==> config.mk <==
export PLATFORM = sky130hd
export DESIGN_NAME = vic_cmd_regs
export DESIGN_NICKNAME = d
export VERILOG_FILES = /design/src/rtl/vic_pkg.sv /design/src/rtl/vic_vec_mem.sv /design/src/rtl/vic_events.sv /design/src/rtl/vic_cmd_regs.sv
export SDC_FILE = /design/constraint.sdc
export NUM_CORES = 2
export LEC_CHECK = 0
export BUFFER_PORTS_ARGS = -buffer_cell sky130_fd_sc_hd__buf_2
export CORE_MARGIN = 4
export CORE_UTILIZATION = 55
export CTS_CLUSTER_DIAMETER = 60
export CTS_CLUSTER_SIZE = 24
export DETAILED_ROUTE_END_ITERATION = 7
export HOLD_SLACK_MARGIN = 0.1
export PLACE_DENSITY = 0.71
export SLEW_MARGIN = 10
export SYNTH_ARGS = -nofsm -noshare
export SYNTH_HDL_FRONTEND = slang
export SYNTH_SLANG_ARGS = --single-unit
==> constraint.sdc <==
create_clock -name MCLK -period 52.7 [get_ports MCLK]
set_input_delay 13.175 -clock MCLK [delete_from_list [all_inputs] [get_ports MCLK]]
set_output_delay 13.175 -clock MCLK [all_outputs]
set_load 0.05 [all_outputs]
==> src/rtl/vic_pkg.sv <==
// Purpose: Shared constants and types for the vectored interrupt command registers
// Assumes: 32-bit classic Wishbone, byte addresses on a 10-bit bus
// Notes: All offsets are word aligned
package vic_pkg;
  // Data width and source count
  localparam int VIC_DW = 32;
  localparam int VIC_NSRC = 32;
  localparam int VIC_AW = 10;
  // Vector table occupies the first 32 words
  localparam logic [9:0] VIC_OFS_SVR = 10'h000;
  localparam logic [9:0] VIC_OFS_SVR_END = 10'h080;
  // Vector, status and command registers
  localparam logic [9:0] VIC_OFS_IVR = 10'h100;
  localparam logic [9:0] VIC_OFS_FVR = 10'h104;
  localparam logic [9:0] VIC_OFS_CUR = 10'h108;
  localparam logic [9:0] VIC_OFS_PEND = 10'h10C;
  localparam logic [9:0] VIC_OFS_MASK = 10'h110;
  localparam logic [9:0] VIC_OFS_CORE = 10'h114;
  localparam logic [9:0] VIC_OFS_MEN = 10'h120;
  localparam logic [9:0] VIC_OFS_MDIS = 10'h124;
  localparam logic [9:0] VIC_OFS_CLR = 10'h128;
  localparam logic [9:0] VIC_OFS_SET = 10'h12C;
  localparam logic [9:0] VIC_OFS_EOS = 10'h130;
  localparam logic [9:0] VIC_OFS_SPU = 10'h134;
  localparam logic [9:0] VIC_OFS_DBG = 10'h138;
  localparam logic [9:0] VIC_OFS_FFEN = 10'h140;
  localparam logic [9:0] VIC_OFS_FFDIS = 10'h144;
  localparam logic [9:0] VIC_OFS_FFST = 10'h148;
  localparam logic [9:0] VIC_OFS_EVST = 10'h150;
  localparam logic [9:0] VIC_OFS_EVCLR = 10'h154;
  localparam logic [9:0] VIC_OFS_EVEN = 10'h158;
  // Reset values
  localparam logic [31:0] VIC_SPU_RST = 32'h00000000;
  localparam logic [1:0] VIC_DBG_RST = 2'h0;
  localparam logic [31:0] VIC_VEC_RST = 32'h00000000;
  // Debug control field positions
  localparam int VIC_DBG_PROTECTION_MODE_BIT = 0;
  localparam int VIC_DBG_GLOBAL_MASK_BIT = 1;
  // Fast source sits at bit 0
  localparam int VIC_FAST_SRC = 0;
  // Block event bits
  localparam int VIC_EVT_N = 3;
  localparam int VIC_EVT_IVR_SPUR = 0;
  localparam int VIC_EVT_FVR_SPUR = 1;
  localparam int VIC_EVT_EOS_IDLE = 2;
  // Bus handshake states
  typedef enum logic [1:0] {
    VIC_ST_IDLE = 2'b00,
    VIC_ST_WAIT = 2'b01,
    VIC_ST_ACK = 2'b10
  } vic_bus_st_t;
  // Lowest set bit: {found, index}
  function automatic logic [5:0] vic_lowest(input logic [31:0] v);
    logic [5:0] r;
    r = 6'h00;
    for (int i = 31; i >= 0; i--) begin
      if (v[i]) begin
        r = {1'b1, 5'(i)};
      end
    end
    return r;
  endfunction
  // Byte lane select to bit mask
  function automatic logic [31:0] vic_bytemask(input logic [3:0] sel);
    return {{8{sel[3]}}, {8{sel[2]}}, {8{sel[1]}}, {8{sel[0]}}};
  endfunction
endpackage

==> src/rtl/vic_vec_mem.sv <==
// Purpose: Source vector table, one word per source, registered read
// Assumes: Single clock, clock enable freezes both ports
// Notes: Byte lanes honoured on write
`timescale 1ns/1ps
`default_nettype none
module vic_vec_mem #(
  parameter int DW = 32,
  parameter int DEPTH = 32,
  parameter int AW = 5
) (
  input wire logic clk,
  input wire logic rst,
  input wire logic ce,
  input wire logic we,
  input wire logic [AW-1:0] waddr,
  input wire logic [DW/8-1:0] wsel,
  input wire logic [DW-1:0] wdata,
  input wire logic [AW-1:0] raddr,
  output logic [DW-1:0] rdata
);
  logic [DW-1:0] mem [DEPTH]; // Vector words

  // Write with byte lanes; vectors clear on reset
  always_ff @(posedge clk or posedge rst) begin
    if (rst) begin
      for (int i = 0; i < DEPTH; i++) begin
        mem[i] <= vic_pkg::VIC_VEC_RST;
      end
    end else if (ce && we) begin
      for (int b = 0; b < DW/8; b++) begin
        if (wsel[b]) begin
          mem[waddr][b*8 +: 8] <= wdata[b*8 +: 8];
        end
      end
    end
  end

  // Registered read port
  always_ff @(posedge clk or posedge rst) begin
    if (rst) begin
      rdata <= '0;
    end else if (ce) begin
      rdata <= mem[raddr];
    end
  end
endmodule
`default_nettype wire

==> src/rtl/vic_events.sv <==
// Purpose: Sticky block events with enable and write-one clear
// Assumes: Event inputs are one-cycle pulses
// Notes: A set in the clearing cycle wins
`timescale 1ns/1ps
`default_nettype none
module vic_events #(
  parameter int N = 3
) (
  input wire logic clk,
  input wire logic rst,
  input wire logic ce,
  input wire logic [N-1:0] evt,
  input wire logic clr_we,
  input wire logic en_we,
  input wire logic [N-1:0] wdata,
  output logic [N-1:0] status,
  output logic [N-1:0] enable,
  output logic irq
);
  // Sticky status, set beats clear
  always_ff @(posedge clk or posedge rst) begin
    if (rst) begin
      status <= '0;
    end else if (ce) begin
      status <= (status & ~(clr_we ? wdata : '0)) | evt;
    end
  end

  // Enable register
  always_ff @(posedge clk or posedge rst) begin
    if (rst) begin
      enable <= '0;
    end else if (ce && en_we) begin
      enable <= wdata;
    end
  end

  // Level output from a flop
  always_ff @(posedge clk or posedge rst) begin
    if (rst) begin
      irq <= 1'b0;
    end else if (ce) begin
      irq <= |(status & enable);
    end
  end
endmodule
`default_nettype wire

==> src/rtl/vic_cmd_regs.sv <==
// Purpose: Command and control registers of a vectored interrupt controller
// Assumes: Classic Wishbone slave, MCLK 50 MHz, RST asynchronous active high
// Notes: Answers every access two cycles after the request is seen
// Function
// - Clear command ones drop pending sources
// - Set command ones force sources pending
// - Any end-of-service write ends current service
// - Spurious vector returned on spurious vector reads
// - Debug bit 0 selects protection mode
// - Debug bit 1 holds both lines inactive
// - Fast enable ones route source to fast
// - Fast disable ones return source to normal
// - Fast status shows forcing per source
// - Fast forcing excludes bit 0 fast source
// - Normal vector read indexes table by lowest normal candidate
// - No current interrupt gives spurious vector
// - Fast vector read gives source 0 vector
`timescale 1ns/1ps
`default_nettype none
module vic_cmd_regs #(
  parameter int NSRC = 32
) (
  input wire logic MCLK,
  input wire logic RST,
  input wire logic CE,
  input wire logic CYC_I,
  input wire logic STB_I,
  input wire logic WE_I,
  input wire logic [9:0] ADR_I,
  input wire logic [3:0] SEL_I,
  input wire logic [31:0] DAT_I,
  output logic [31:0] DAT_O,
  output logic ACK_O,
  input wire logic [NSRC-1:0] SRC_IRQ,
  output logic NORMAL_INTR_LINE_N,
  output logic FAST_INTR_LINE_N,
  output logic EVT_IRQ
);
  vic_pkg::vic_bus_st_t st; // Bus handshake state
  logic [9:0] adr_q; // Latched address
  logic we_q; // Latched direction
  logic [3:0] sel_q; // Latched byte lanes
  logic [31:0] dat_w; // Latched write data
  logic cand_ok_q; // Normal candidate found at request
  logic [4:0] cand_q; // Normal candidate index
  logic [31:0] pending; // Pending sources
  logic [31:0] mask; // Enabled sources
  logic [31:0] ff; // Fast forcing, bit 0 always zero
  logic [31:0] spu; // Spurious handler address
  logic [1:0] dbg; // Protection and global mask
  logic cur_valid; // A normal source is in service
  logic [4:0] cur_src; // Source in service
  logic irq_q; // Normal line active
  logic fiq_q; // Fast line active
  logic [31:0] mem_rdata; // Vector table read data
  logic [4:0] mem_raddr; // Vector table read index
  logic [2:0] evt_status; // Block event status
  logic [2:0] evt_enable; // Block event enable
  logic [2:0] evt; // Block event pulses

  // Derived combinational terms
  logic [31:0] cand_vec;
  logic [5:0] cand;
  logic fiq_act;
  logic commit;
  logic [31:0] dat_m;
  logic wr_clr, wr_set, wr_eos, wr_spu, wr_dbg, wr_ffen, wr_ffdis;
  logic wr_men, wr_mdis, wr_ivr, wr_svr, wr_evclr, wr_even;
  logic rd_ivr, rd_fvr;
  logic ivr_take, fvr_take;
  logic [31:0] clr_mask;
  logic [31:0] set_mask;
  logic protection_mode_bit, global_mask_bit;

  assign protection_mode_bit = dbg[vic_pkg::VIC_DBG_PROTECTION_MODE_BIT];
  assign global_mask_bit = dbg[vic_pkg::VIC_DBG_GLOBAL_MASK_BIT];
  // Normal candidates: enabled, pending, not forced, not the fast source
  assign cand_vec = pending & mask & ~ff & ~32'h00000001;
  assign cand = vic_pkg::vic_lowest(cand_vec);
  // Fast line: source 0 or any forced source
  assign fiq_act = (pending[vic_pkg::VIC_FAST_SRC] & mask[vic_pkg::VIC_FAST_SRC]) |
                   (|(pending & mask & ff));
  assign commit = CE && (st == vic_pkg::VIC_ST_WAIT);
  assign dat_m = dat_w & vic_pkg::vic_bytemask(sel_q);
  assign wr_clr = commit && we_q && (adr_q == vic_pkg::VIC_OFS_CLR);
  assign wr_set = commit && we_q && (adr_q == vic_pkg::VIC_OFS_SET);
  assign wr_eos = commit && we_q && (adr_q == vic_pkg::VIC_OFS_EOS);
  assign wr_spu = commit && we_q && (adr_q == vic_pkg::VIC_OFS_SPU);
  assign wr_dbg = commit && we_q && (adr_q == vic_pkg::VIC_OFS_DBG);
  assign wr_ffen = commit && we_q && (adr_q == vic_pkg::VIC_OFS_FFEN);
  assign wr_ffdis = commit && we_q && (adr_q == vic_pkg::VIC_OFS_FFDIS);
  assign wr_men = commit && we_q && (adr_q == vic_pkg::VIC_OFS_MEN);
  assign wr_mdis = commit && we_q && (adr_q == vic_pkg::VIC_OFS_MDIS);
  assign wr_ivr = commit && we_q && (adr_q == vic_pkg::VIC_OFS_IVR);
  assign wr_evclr = commit && we_q && (adr_q == vic_pkg::VIC_OFS_EVCLR);
  assign wr_even = commit && we_q && (adr_q == vic_pkg::VIC_OFS_EVEN);
  assign wr_svr = commit && we_q && (adr_q < vic_pkg::VIC_OFS_SVR_END);
  assign rd_ivr = commit && !we_q && (adr_q == vic_pkg::VIC_OFS_IVR);
  assign rd_fvr = commit && !we_q && (adr_q == vic_pkg::VIC_OFS_FVR);
  // Protected reads only look; an IVR write then does the normal update
  assign ivr_take = protection_mode_bit ? wr_ivr : rd_ivr;
  assign fvr_take = rd_fvr && !protection_mode_bit && fiq_act;
  // Clear sources: command, or acknowledge by vector read (for IVR, by an IVR write when protected)
  assign clr_mask = (wr_clr ? dat_m : 32'h00000000) |
                    ((ivr_take && cand_ok_q) ? (32'h00000001 << cand_q) : 32'h00000000) |
                    (fvr_take ? 32'h00000001 : 32'h00000000);
  assign set_mask = (wr_set ? dat_m : 32'h00000000) | SRC_IRQ;
  // Block events
  assign evt[vic_pkg::VIC_EVT_IVR_SPUR] = rd_ivr && !cand_ok_q;
  assign evt[vic_pkg::VIC_EVT_FVR_SPUR] = rd_fvr && !fiq_act;
  assign evt[vic_pkg::VIC_EVT_EOS_IDLE] = wr_eos && !cur_valid;
  assign ACK_O = (st == vic_pkg::VIC_ST_ACK);
  assign NORMAL_INTR_LINE_N = !irq_q;
  assign FAST_INTR_LINE_N = !fiq_q;

  // Vector table read index follows the live request
  always_comb begin
    if (ADR_I == vic_pkg::VIC_OFS_IVR) begin
      mem_raddr = cand[4:0];
    end else if (ADR_I == vic_pkg::VIC_OFS_FVR) begin
      mem_raddr = 5'h00;
    end else begin
      mem_raddr = ADR_I[6:2];
    end
  end

  // Bus handshake: idle, wait for table, acknowledge
  always_ff @(posedge MCLK or posedge RST) begin
    if (RST) begin
      st <= vic_pkg::VIC_ST_IDLE;
    end else if (CE) begin
      unique case (st)
        vic_pkg::VIC_ST_IDLE: begin
          if (CYC_I && STB_I) begin
            st <= vic_pkg::VIC_ST_WAIT;
          end
        end
        vic_pkg::VIC_ST_WAIT: begin
          st <= vic_pkg::VIC_ST_ACK;
        end
        vic_pkg::VIC_ST_ACK: begin
          st <= vic_pkg::VIC_ST_IDLE;
        end
        default: begin
          st <= vic_pkg::VIC_ST_IDLE;
        end
      endcase
    end
  end

  // Request capture
  always_ff @(posedge MCLK or posedge RST) begin
    if (RST) begin
      adr_q <= 10'h000;
      we_q <= 1'b0;
      sel_q <= 4'h0;
      dat_w <= 32'h00000000;
      cand_ok_q <= 1'b0;
      cand_q <= 5'h00;
    end else if (CE && st == vic_pkg::VIC_ST_IDLE && CYC_I && STB_I) begin
      adr_q <= ADR_I;
      we_q <= WE_I;
      sel_q <= SEL_I;
      dat_w <= DAT_I;
      cand_ok_q <= cand[5];
      cand_q <= cand[4:0];
    end
  end

  // Pending sources, set wins over clear
  always_ff @(posedge MCLK or posedge RST) begin
    if (RST) begin
      pending <= 32'h00000000;
    end else if (CE) begin
      pending <= (pending & ~clr_mask) | set_mask;
    end
  end

  // Source enable commands
  always_ff @(posedge MCLK or posedge RST) begin
    if (RST) begin
      mask <= 32'h00000000;
    end else if (wr_men) begin
      mask <= mask | dat_m;
    end else if (wr_mdis) begin
      mask <= mask & ~dat_m;
    end
  end

  // Fast forcing; bit 0 never stored
  always_ff @(posedge MCLK or posedge RST) begin
    if (RST) begin
      ff <= 32'h00000000;
    end else if (wr_ffen) begin
      ff <= (ff | dat_m) & ~32'h00000001;
    end else if (wr_ffdis) begin
      ff <= ff & ~dat_m & ~32'h00000001;
    end
  end

  // Spurious vector and debug control
  always_ff @(posedge MCLK or posedge RST) begin
    if (RST) begin
      spu <= vic_pkg::VIC_SPU_RST;
      dbg <= vic_pkg::VIC_DBG_RST;
    end else begin
      if (wr_spu) begin
        spu <= (spu & ~vic_pkg::vic_bytemask(sel_q)) | dat_m;
      end
      if (wr_dbg && sel_q[0]) begin
        dbg <= dat_w[1:0];
      end
    end
  end

  // Current source in service
  always_ff @(posedge MCLK or posedge RST) begin
    if (RST) begin
      cur_valid <= 1'b0;
      cur_src <= 5'h00;
    end else if (wr_eos) begin
      cur_valid <= 1'b0;
    end else if (ivr_take && cand_ok_q) begin
      cur_valid <= 1'b1;
      cur_src <= cand_q;
    end
  end

  // Core lines, held inactive under the global mask
  always_ff @(posedge MCLK or posedge RST) begin
    if (RST) begin
      irq_q <= 1'b0;
      fiq_q <= 1'b0;
    end else if (CE) begin
      irq_q <= !global_mask_bit && cand[5] && !cur_valid;
      fiq_q <= !global_mask_bit && fiq_act;
    end
  end

  // Read data, loaded as the answer is formed
  always_ff @(posedge MCLK or posedge RST) begin
    if (RST) begin
      DAT_O <= 32'h00000000;
    end else if (commit && !we_q) begin
      if (adr_q < vic_pkg::VIC_OFS_SVR_END) begin
        DAT_O <= mem_rdata;
      end else begin
        case (adr_q)
          vic_pkg::VIC_OFS_IVR: DAT_O <= cand_ok_q ? mem_rdata : spu;
          vic_pkg::VIC_OFS_FVR: DAT_O <= fiq_act ? mem_rdata : spu;
          vic_pkg::VIC_OFS_CUR: DAT_O <= {27'h0000000, cur_src};
          vic_pkg::VIC_OFS_PEND: DAT_O <= pending;
          vic_pkg::VIC_OFS_MASK: DAT_O <= mask;
          vic_pkg::VIC_OFS_CORE: DAT_O <= {30'h00000000, irq_q, fiq_q};
          vic_pkg::VIC_OFS_SPU: DAT_O <= spu;
          vic_pkg::VIC_OFS_DBG: DAT_O <= {30'h00000000, dbg};
          vic_pkg::VIC_OFS_FFST: DAT_O <= ff;
          vic_pkg::VIC_OFS_EVST: DAT_O <= {29'h00000000, evt_status};
          vic_pkg::VIC_OFS_EVEN: DAT_O <= {29'h00000000, evt_enable};
          // Write-only and unmapped read zero
          default: DAT_O <= 32'h00000000;
        endcase
      end
    end
  end

  // Source vector table
  vic_vec_mem #(
    .DW(32),
    .DEPTH(32),
    .AW(5)
  ) u_vec (
    .clk(MCLK),
    .rst(RST),
    .ce(CE),
    .we(wr_svr),
    .waddr(adr_q[6:2]),
    .wsel(sel_q),
    .wdata(dat_w),
    .raddr(mem_raddr),
    .rdata(mem_rdata)
  );

  // Block event status and interrupt
  vic_events #(
    .N(vic_pkg::VIC_EVT_N)
  ) u_evt (
    .clk(MCLK),
    .rst(RST),
    .ce(CE),
    .evt(evt),
    .clr_we(wr_evclr),
    .en_we(wr_even),
    .wdata(dat_w[2:0]),
    .status(evt_status),
    .enable(evt_enable),
    .irq(EVT_IRQ)
  );
endmodule
`default_nettype wire

Word level (Yosys, flattened, before mapping)

Index checks and enable logic that the tools add are counted.

Multiplexer cells: 73
Bitwise gates (word level): 28
Equal/unequal tests: 24
$lt $le $gt $ge: 4
Reduce and logical (&&, ||, !) cells: 51
Shift operators: 1

Operators by type and width:

| cell                                                                           | count |
|---|---|
| 1024-bit two-way mux                                                           | 7 |
| 1024-bit bitwise mux                                                           | 4 |
| 32-bit demux with 5-bit select                                                 | 4 |
| 32-bit two-way mux                                                             | 13 |
| 32-bit case mux with 11 select lines                                           | 1 |
| 32-bit AND                                                                     | 8 |
| 10-bit by 9-bit equality test with 1-bit output (second input constant)        | 21 |
| 32-bit OR                                                                      | 6 |
| 6-bit two-way mux                                                              | 31 |
| 32-bit binary-select mux with 5-bit select                                     | 1 |
| 32-bit NOT                                                                     | 4 |
| 1-bit logical AND                                                              | 35 |
| 32-bit by 1-bit OR with 32-bit output                                          | 1 |
| 32-bit OR reduction                                                            | 1 |
| 1-bit by 5-bit left shift with 32-bit output (first input constant)            | 1 |
| 24-bit two-way mux                                                             | 1 |
| 16-bit two-way mux                                                             | 1 |
| 6-bit >= comparator (second input constant)                                    | 2 |
| 5-bit NOT with 6-bit output                                                    | 2 |
| 10-bit by 8-bit less-than comparator with 1-bit output (second input constant) | 1 |
| 5-bit two-way mux                                                              | 2 |
| 1-bit logical NOT                                                              | 8 |
| 8-bit two-way mux                                                              | 1 |
| 3-bit AND                                                                      | 2 |
| other kinds (17)                                                               | 23 |

Output and inout port bits: 36
Bits of input ports: 84
Logic and storage cells: 234
Flip-flop bits (word level): 1,288

Logic depth before layout (Yosys ltp)

Word-level depth: 38
Mapped depth: 13
Depth with buffers taken out: 9

By module

A second synthesis with hierarchy kept.

Cells, all modules: 4,868
Area total of the unflattened synthesis: 61,094.8 µm²

Modules (own cells, without submodules):

| module       | seq. area each (µm²) | area an instance (µm²) | instances | cells an instance |
|---|---|---|---|---|
| vic_vec_mem  | 26,425.3             | 48,515.3               | 1         | 3,481 |
| vic_cmd_regs | 5,605.4              | 12,269.3               | 1         | 1,365 |
| vic_events   | 175.2                | 310.3                  | 1         | 22 |

Worst setup path after synthesis

OpenSTA, ideal clock, no wires.

Path type: input to register
From: input ADR_I[6]
To: register u_vec.rdata[0]
Data arrival time: 15.190 ns
Buffers on the path: 3
Stages: 12
Setup time: 0.142 ns
Required time: 52.558 ns
Path slack: 37.368 ns
Path through: nor4_1 > nand2_1 > nor4_1 > inv_1 > o31ai_1 > buf_4 > buf_6 > buf_6 > mux2i_1 > o22ai_1 > nor4_1 > o2111ai_1

Longest elaborated chain between the ends: 7
Elaborated cells on any way between the ends: 8
Those cells by class: 2 x eq/ne; 5 x mux; 1 x bitwise

RTL lines:

| element                                                    | line                | text |
|---|---|---|
| from (decl)                                                | vic_cmd_regs.sv:29  | `input wire logic [9:0] ADR_I,` |
| 10-bit by 9-bit equality test with 1-bit output            | vic_cmd_regs.sv:120 | `end else if (ADR_I == vic_pkg::VIC_OFS_FVR) begin` |
| 5-bit two-way mux                                          | vic_cmd_regs.sv:120 |  |
| 5-bit two-way mux (*)                                      | vic_cmd_regs.sv:118 | `if (ADR_I == vic_pkg::VIC_OFS_IVR) begin` |
| 5-bit NOT with 6-bit output (not written as such) (*)      | vic_vec_mem.sv:43   | `rdata <= mem[raddr];` |
| 32-bit binary-select mux with 5-bit select (*)             | vic_vec_mem.sv:43   |  |
| 32-bit two-way mux (not written as such) (*) (2 in series) | vic_vec_mem.sv:43   |  |
| to (signal assigned)                                       | vic_vec_mem.sv:43   |  |
| to (decl)                                                  | vic_vec_mem.sv:19   | `output logic [DW-1:0] rdata` |

Mark *: on every way between the ends. The rest lies on a longest branch, timed or not. The select of a mux whose other input is x is not followed.
A chain may end at the register's enable or synchronous reset.

Final worst setup path

From: input ADR_I[6]
To: register u_vec.rdata[5]

Same word-level chain as after synthesis.

==> implementation parameters <==
Parameter                              Value

Run status
  Outcome    finished, final reports clean

Timing
  RSZ-0062 raised after global routing    no
  Worst setup slack after layout    ~35 ns
  Portion of the clock cycle consumed by the worst path in the final layout    0.335
  Slew of the pin with the lowest slew margin    ~1.4 ns
  Post-route setup TNS    0 ns
  Endpoints failing hold    0
  Clock period minus final worst setup slack    ~18 ns
  Slew Viols, Final    0
  Number of setup violations in the final report    0
  Largest clock skew in the final design    approximately 0.031 ns
  Worst slew margin relative to its limit    0.0677
  Peak Freq    around 57 MHz

Worst setup path
  Slowest stage cell, crit path    sky130_fd_sc_hd__buf_4
  Critical R2R Launch    pending[27]$_DFFE_PP0P_
  Critical path cell sequence    buf_2, nor4_1, nand2_1, nor4_1, inv_1, o31ai_4, buf_4, buf_12, buf_4, buf_4, mux2i_1, o22ai_1, nor4_1, o2111ai_1
  Required time of the critical path    53.24 ns
  Delay of the slowest cell on the worst path    between 0.8 and 0.9 ns
  Endpoint type of the worst setup path    flop
  Setup CP Type    input pin to flop
  Startpoint type of the worst setup path    input pin
  CP max FO    approximately 110
  Startpoint of the most critical setup path    ADR_I[6]
  Critical Path AT    approximately 18 ns

Power and ir drop
  Maximum VDD drop    24.8 µV
  Part of the total power dissipated in the clock network    0.362
  Static leakage power    29.9 nW
  P_int    around 1.4 mW
  Total power per unit cell area    32.5 nW/µm²
  Relative contribution of combinational cells to total power    0.141
  Net switching power figure    around 0.66 mW
  Switching share of total power    0.314
  Relative contribution of sequential cells to total power    0.497

Clock tree
  Clock-pin slew on the worst setup and hold paths    roughly 0.09 ns
  CTS root buffer    sky130_fd_sc_hd__clkbuf_16
  Number of buffers added to fix hold violations after cts    0
  CTS tree    yes
  Clock network latency to the later pin of the worst-skew pair    between 0.6 and 0.7 ns
  Clock sink count    about 1300
  Max Root-Sink Buffers    3
  Total number of H-tree levels    3
  Setup repair bufs after CTS    0
  CTS buffer count    86
  Gates resized, CTS repair    0

Place
  Dpl cell area    61500 µm²
  Number of I/O port buffers    119
  Number of cells in the design after placement    between 6000 and 7000
  Post-DP HPWL    116 mm
  Gp weighted congestion    between 0.9 and 1
  Worst setup timing slack at the placement stage    34.44 ns

Global route
  Largest net degree at the start of global routing    approximately 170
  Global routing usage summed across all routing layers    0.315
  Wire length of the first global-routing pass    277 mm
  Via count of the first global-routing pass    around 43000
  Number of antenna violations at the first check in global routing    4
  Remaining Overflow, GRT    0

Cells and area
  Design Area, Final    ~65000 µm²
  Total number of nets in the final design    approximately 5000
  Cell Count, Final, Fillers Out    between 6000 and 7000
  Layout Area Growth over Synthesis    7.83%
  Fraction of layout cells with a size suffix above 1    0.301

Detailed routing
  Number of vias per cell after detailed routing    approximately 6.6
  Routed wire length per instance    about 28 µm
  Final antenna-violating net count    0
  Total via count after detailed routing    between 40000 and 50000
  Initial DRC Count    between 5000 and 6000
  Remaining DRCs    0
  Detailed Routing Iterations Pass 1    8
  Top routing layer used    met5
  Routed Wire Length    183 mm
  Routed length on met2    about 80 mm
  Detailed-routing wirelength on met1    around 76 mm
  Wire length on met3    approximately 18 mm

Die
  Initial standard-cell utilization of the core    0.557
  Number of placement rows    120
  Core region area    about 110000 µm²
  Die outline area    between 100000 and 150000 µm²
  Die outline width    between 300 and 400 µm
  Die outline height    338 µm
  IO Pins    120

Synthesis
  Synth Warn #    0
  Mean area per synthesized cell    11.7 µm²
  Syn Std Cell Area    roughly 60000 µm²
  Mapped Cells    5105
  FFs w/ async S/R, synth    1.00
  Netlist cell types    just over 70
  Synthesized netlist net count    between 5000 and 6000
  Most used flip-flop cell after synthesis    sky130_fd_sc_hd__dfrtp_1
  Synth Register Bits    around 1300
  Count of flip-flops with a built-in enable after synthesis    0
  Sequential area share after synthesis    0.537

Worst hold path
  Hold WC Path Type    flop to flop
  Startpoint of the worst hold path    DAT_O[26]$_DFFE_PP0P_

Job
  Number of max-cap violations    0
## state kept, by name (all words and copies together), names as in the netlist, 2 cells and up, named ones only
register and count:
DAT_O 32, adr_q 10, cand_q 5, cur_src 5, dat_w 32, dbg 2, pending 32, sel_q 4
st 2, u_evt.enable 3, u_evt.status 3, u_vec.mem 1024, u_vec.rdata 32
## cell usage after synthesis (17+ instances only)
| cell type | number | area [µm²] |
|---|---|---|
| sky130_fd_sc_hd__o21ai_0 | 172 | 861 |
| sky130_fd_sc_hd__o22ai_1 | 130 | 813 |
| sky130_fd_sc_hd__mux2_2 | 1053 | 11900 |
| sky130_fd_sc_hd__nand3_1 | 214 | 1070 |
| sky130_fd_sc_hd__buf_2 | 93 | 465 |
| sky130_fd_sc_hd__o2111ai_1 | 51 | 447 |
| sky130_fd_sc_hd__a221oi_1 | 31 | 272 |
| sky130_fd_sc_hd__mux2i_1 | 323 | 3230 |
| sky130_fd_sc_hd__o31ai_1 | 32 | 240 |
| sky130_fd_sc_hd__a32oi_1 | 39 | 342 |
| sky130_fd_sc_hd__o221ai_1 | 27 | 236 |
| sky130_fd_sc_hd__a22oi_1 | 29 | 218 |
| sky130_fd_sc_hd__nand3b_1 | 29 | 218 |
| sky130_fd_sc_hd__clkbuf_1 | 213 | 800 |
| sky130_fd_sc_hd__a21oi_1 | 43 | 215 |
| sky130_fd_sc_hd__nor4_1 | 37 | 231 |
| sky130_fd_sc_hd__nor2_2 | 81 | 507 |
| sky130_fd_sc_hd__nor2_1 | 133 | 499 |
| sky130_fd_sc_hd__buf_4 | 23 | 173 |
| sky130_fd_sc_hd__o21a_1 | 18 | 135 |
| sky130_fd_sc_hd__nand4_1 | 47 | 294 |
| sky130_fd_sc_hd__buf_6 | 17 | 191 |
| sky130_fd_sc_hd__nand2_1 | 784 | 2940 |
| sky130_fd_sc_hd__dfrtp_1 | 1287 | 32200 |
| sky130_fd_sc_hd__a31oi_1 | 66 | 413 |
## final timing paths
| kind | end | slack (ns) | cells past startpoint |
|---|---|---|---|
| worst min-delay path | DAT_O[26]$_DFFE_PP0P_ | 0.49 | 1 |
| max in group asynchronous | u_vec.mem[526]$_DFFE_PP0P_ | 36.49 | 5 |
| worst max-delay path | u_vec.rdata[5]$_DFFE_PP0P_ | 35.05 | 14 |
| min in group asynchronous | asynchronous set/reset pin | 12.65 | 2 |
| worst min register to register | DAT_O[26]$_DFFE_PP0P_ | 0.49 | 1 |
| worst max register to register | u_vec.rdata[5]$_DFFE_PP0P_ | 46.90 | 13 |
## stage by stage
| step | total power [mW] | hold WS (ns) | util |
|---|---|---|---|
| 2_1_floorplan | 1.24 | 0.441 | - |
| 6_report | 2.10 | 0.489 | 0.600 |
| 4_1_cts | 2.10 | 0.493 | 0.600 |
| 3_5_place_dp | 1.35 | 0.471 | 0.571 |
| 5_1_grt | 2.17 | 0.513 | 0.600 |
| 3_3_place_gp | 1.35 | 0.468 | 0.571 |
## power by group through the flow
| stage | Sequential (mW) | Clock (mW) | Combinational [mW] |
|---|---|---|---|
| 6_report | 1.05 | 0.761 | 0.296 |
| 5_1_grt | 1.05 | 0.809 | 0.309 |
| 4_1_cts | 1.04 | 0.768 | 0.291 |
| 3_5_place_dp | 1.06 | 0 | 0.290 |
| 3_3_place_gp | 1.06 | 0 | 0.287 |
| 2_1_floorplan | 1.10 | 0 | 0.135 |
## layer usage
layer | GRT usage | vias to the layer above
li1 | - | 18309
met1 | 0.448 | 22372
met2 | 0.465 | 2101
met3 | 0.0742 | 410
met4 | 0.135 | 2
met5 | 0.00750 | -
## cell families after synthesis
kind of cell,after synthesis,share of synthesized area
buf+inv,362,0.0283
flops,1287,0.537
simple gates,1397,0.105
compound gates,682,0.0770
mux,1376,0.252
xor+xnor,1,0.000146
## critical path: cells and delay by family
kind	cells	cell delay, ns
AOI/OAI and AO/OA	3	0.51
buffers and inverters	6	2.85
muxes	1	0.26
and+or+nand+nor	4	1.16
## area by class of cell
cell class / count / area, µm²
clock inverter: 61 / 845
sequential: 1287 / 32200
inverter: 11 / 48.8
tap: 1403 / 1760
fill: 8686 / 43000
antenna: 1 / 2.50
clock buffer: 94 / 2260
timing repair buffer: 212 / 1330
multi-input combinational: 3456 / 26200
## cells in the final DEF, fill, tap and decap left out, types with 6 or more instances in the layout
cell type	synthesis	final
sky130_fd_sc_hd__buf_2	93	119
sky130_fd_sc_hd__inv_6	0	11
sky130_fd_sc_hd__nand4_1	47	47
sky130_fd_sc_hd__nor3_1	11	9
sky130_fd_sc_hd__nand3_1	214	205
sky130_fd_sc_hd__nand3_2	1	10
sky130_fd_sc_hd__nor2_1	133	128
sky130_fd_sc_hd__nand3b_1	29	29
sky130_fd_sc_hd__nand2_1	784	783
sky130_fd_sc_hd__mux2i_1	323	323
sky130_fd_sc_hd__a221o_1	14	14
sky130_fd_sc_hd__dfrtp_1	1287	1287
sky130_fd_sc_hd__clkbuf_16	0	88
sky130_fd_sc_hd__a22oi_1	29	29
sky130_fd_sc_hd__o21ai_0	172	172
sky130_fd_sc_hd__clkinvlp_4	0	7
sky130_fd_sc_hd__mux2_2	1053	1053
sky130_fd_sc_hd__o31ai_1	32	31
sky130_fd_sc_hd__a211oi_1	6	6
sky130_fd_sc_hd__o21a_1	18	18
sky130_fd_sc_hd__a32oi_1	39	39
sky130_fd_sc_hd__o22ai_1	130	130
sky130_fd_sc_hd__and3b_1	14	14
sky130_fd_sc_hd__a221oi_1	31	31
sky130_fd_sc_hd__inv_8	0	14
sky130_fd_sc_hd__nor4_1	37	37
sky130_fd_sc_hd__bufinv_16	0	8
sky130_fd_sc_hd__clkinv_8	0	13
sky130_fd_sc_hd__buf_4	23	90
sky130_fd_sc_hd__nor2_2	81	84
sky130_fd_sc_hd__a31oi_1	66	66
sky130_fd_sc_hd__inv_1	11	10
sky130_fd_sc_hd__o221ai_1	27	27
sky130_fd_sc_hd__o2111ai_1	51	51
sky130_fd_sc_hd__a21oi_1	43	43
Power figures use the tool's default switching activity.
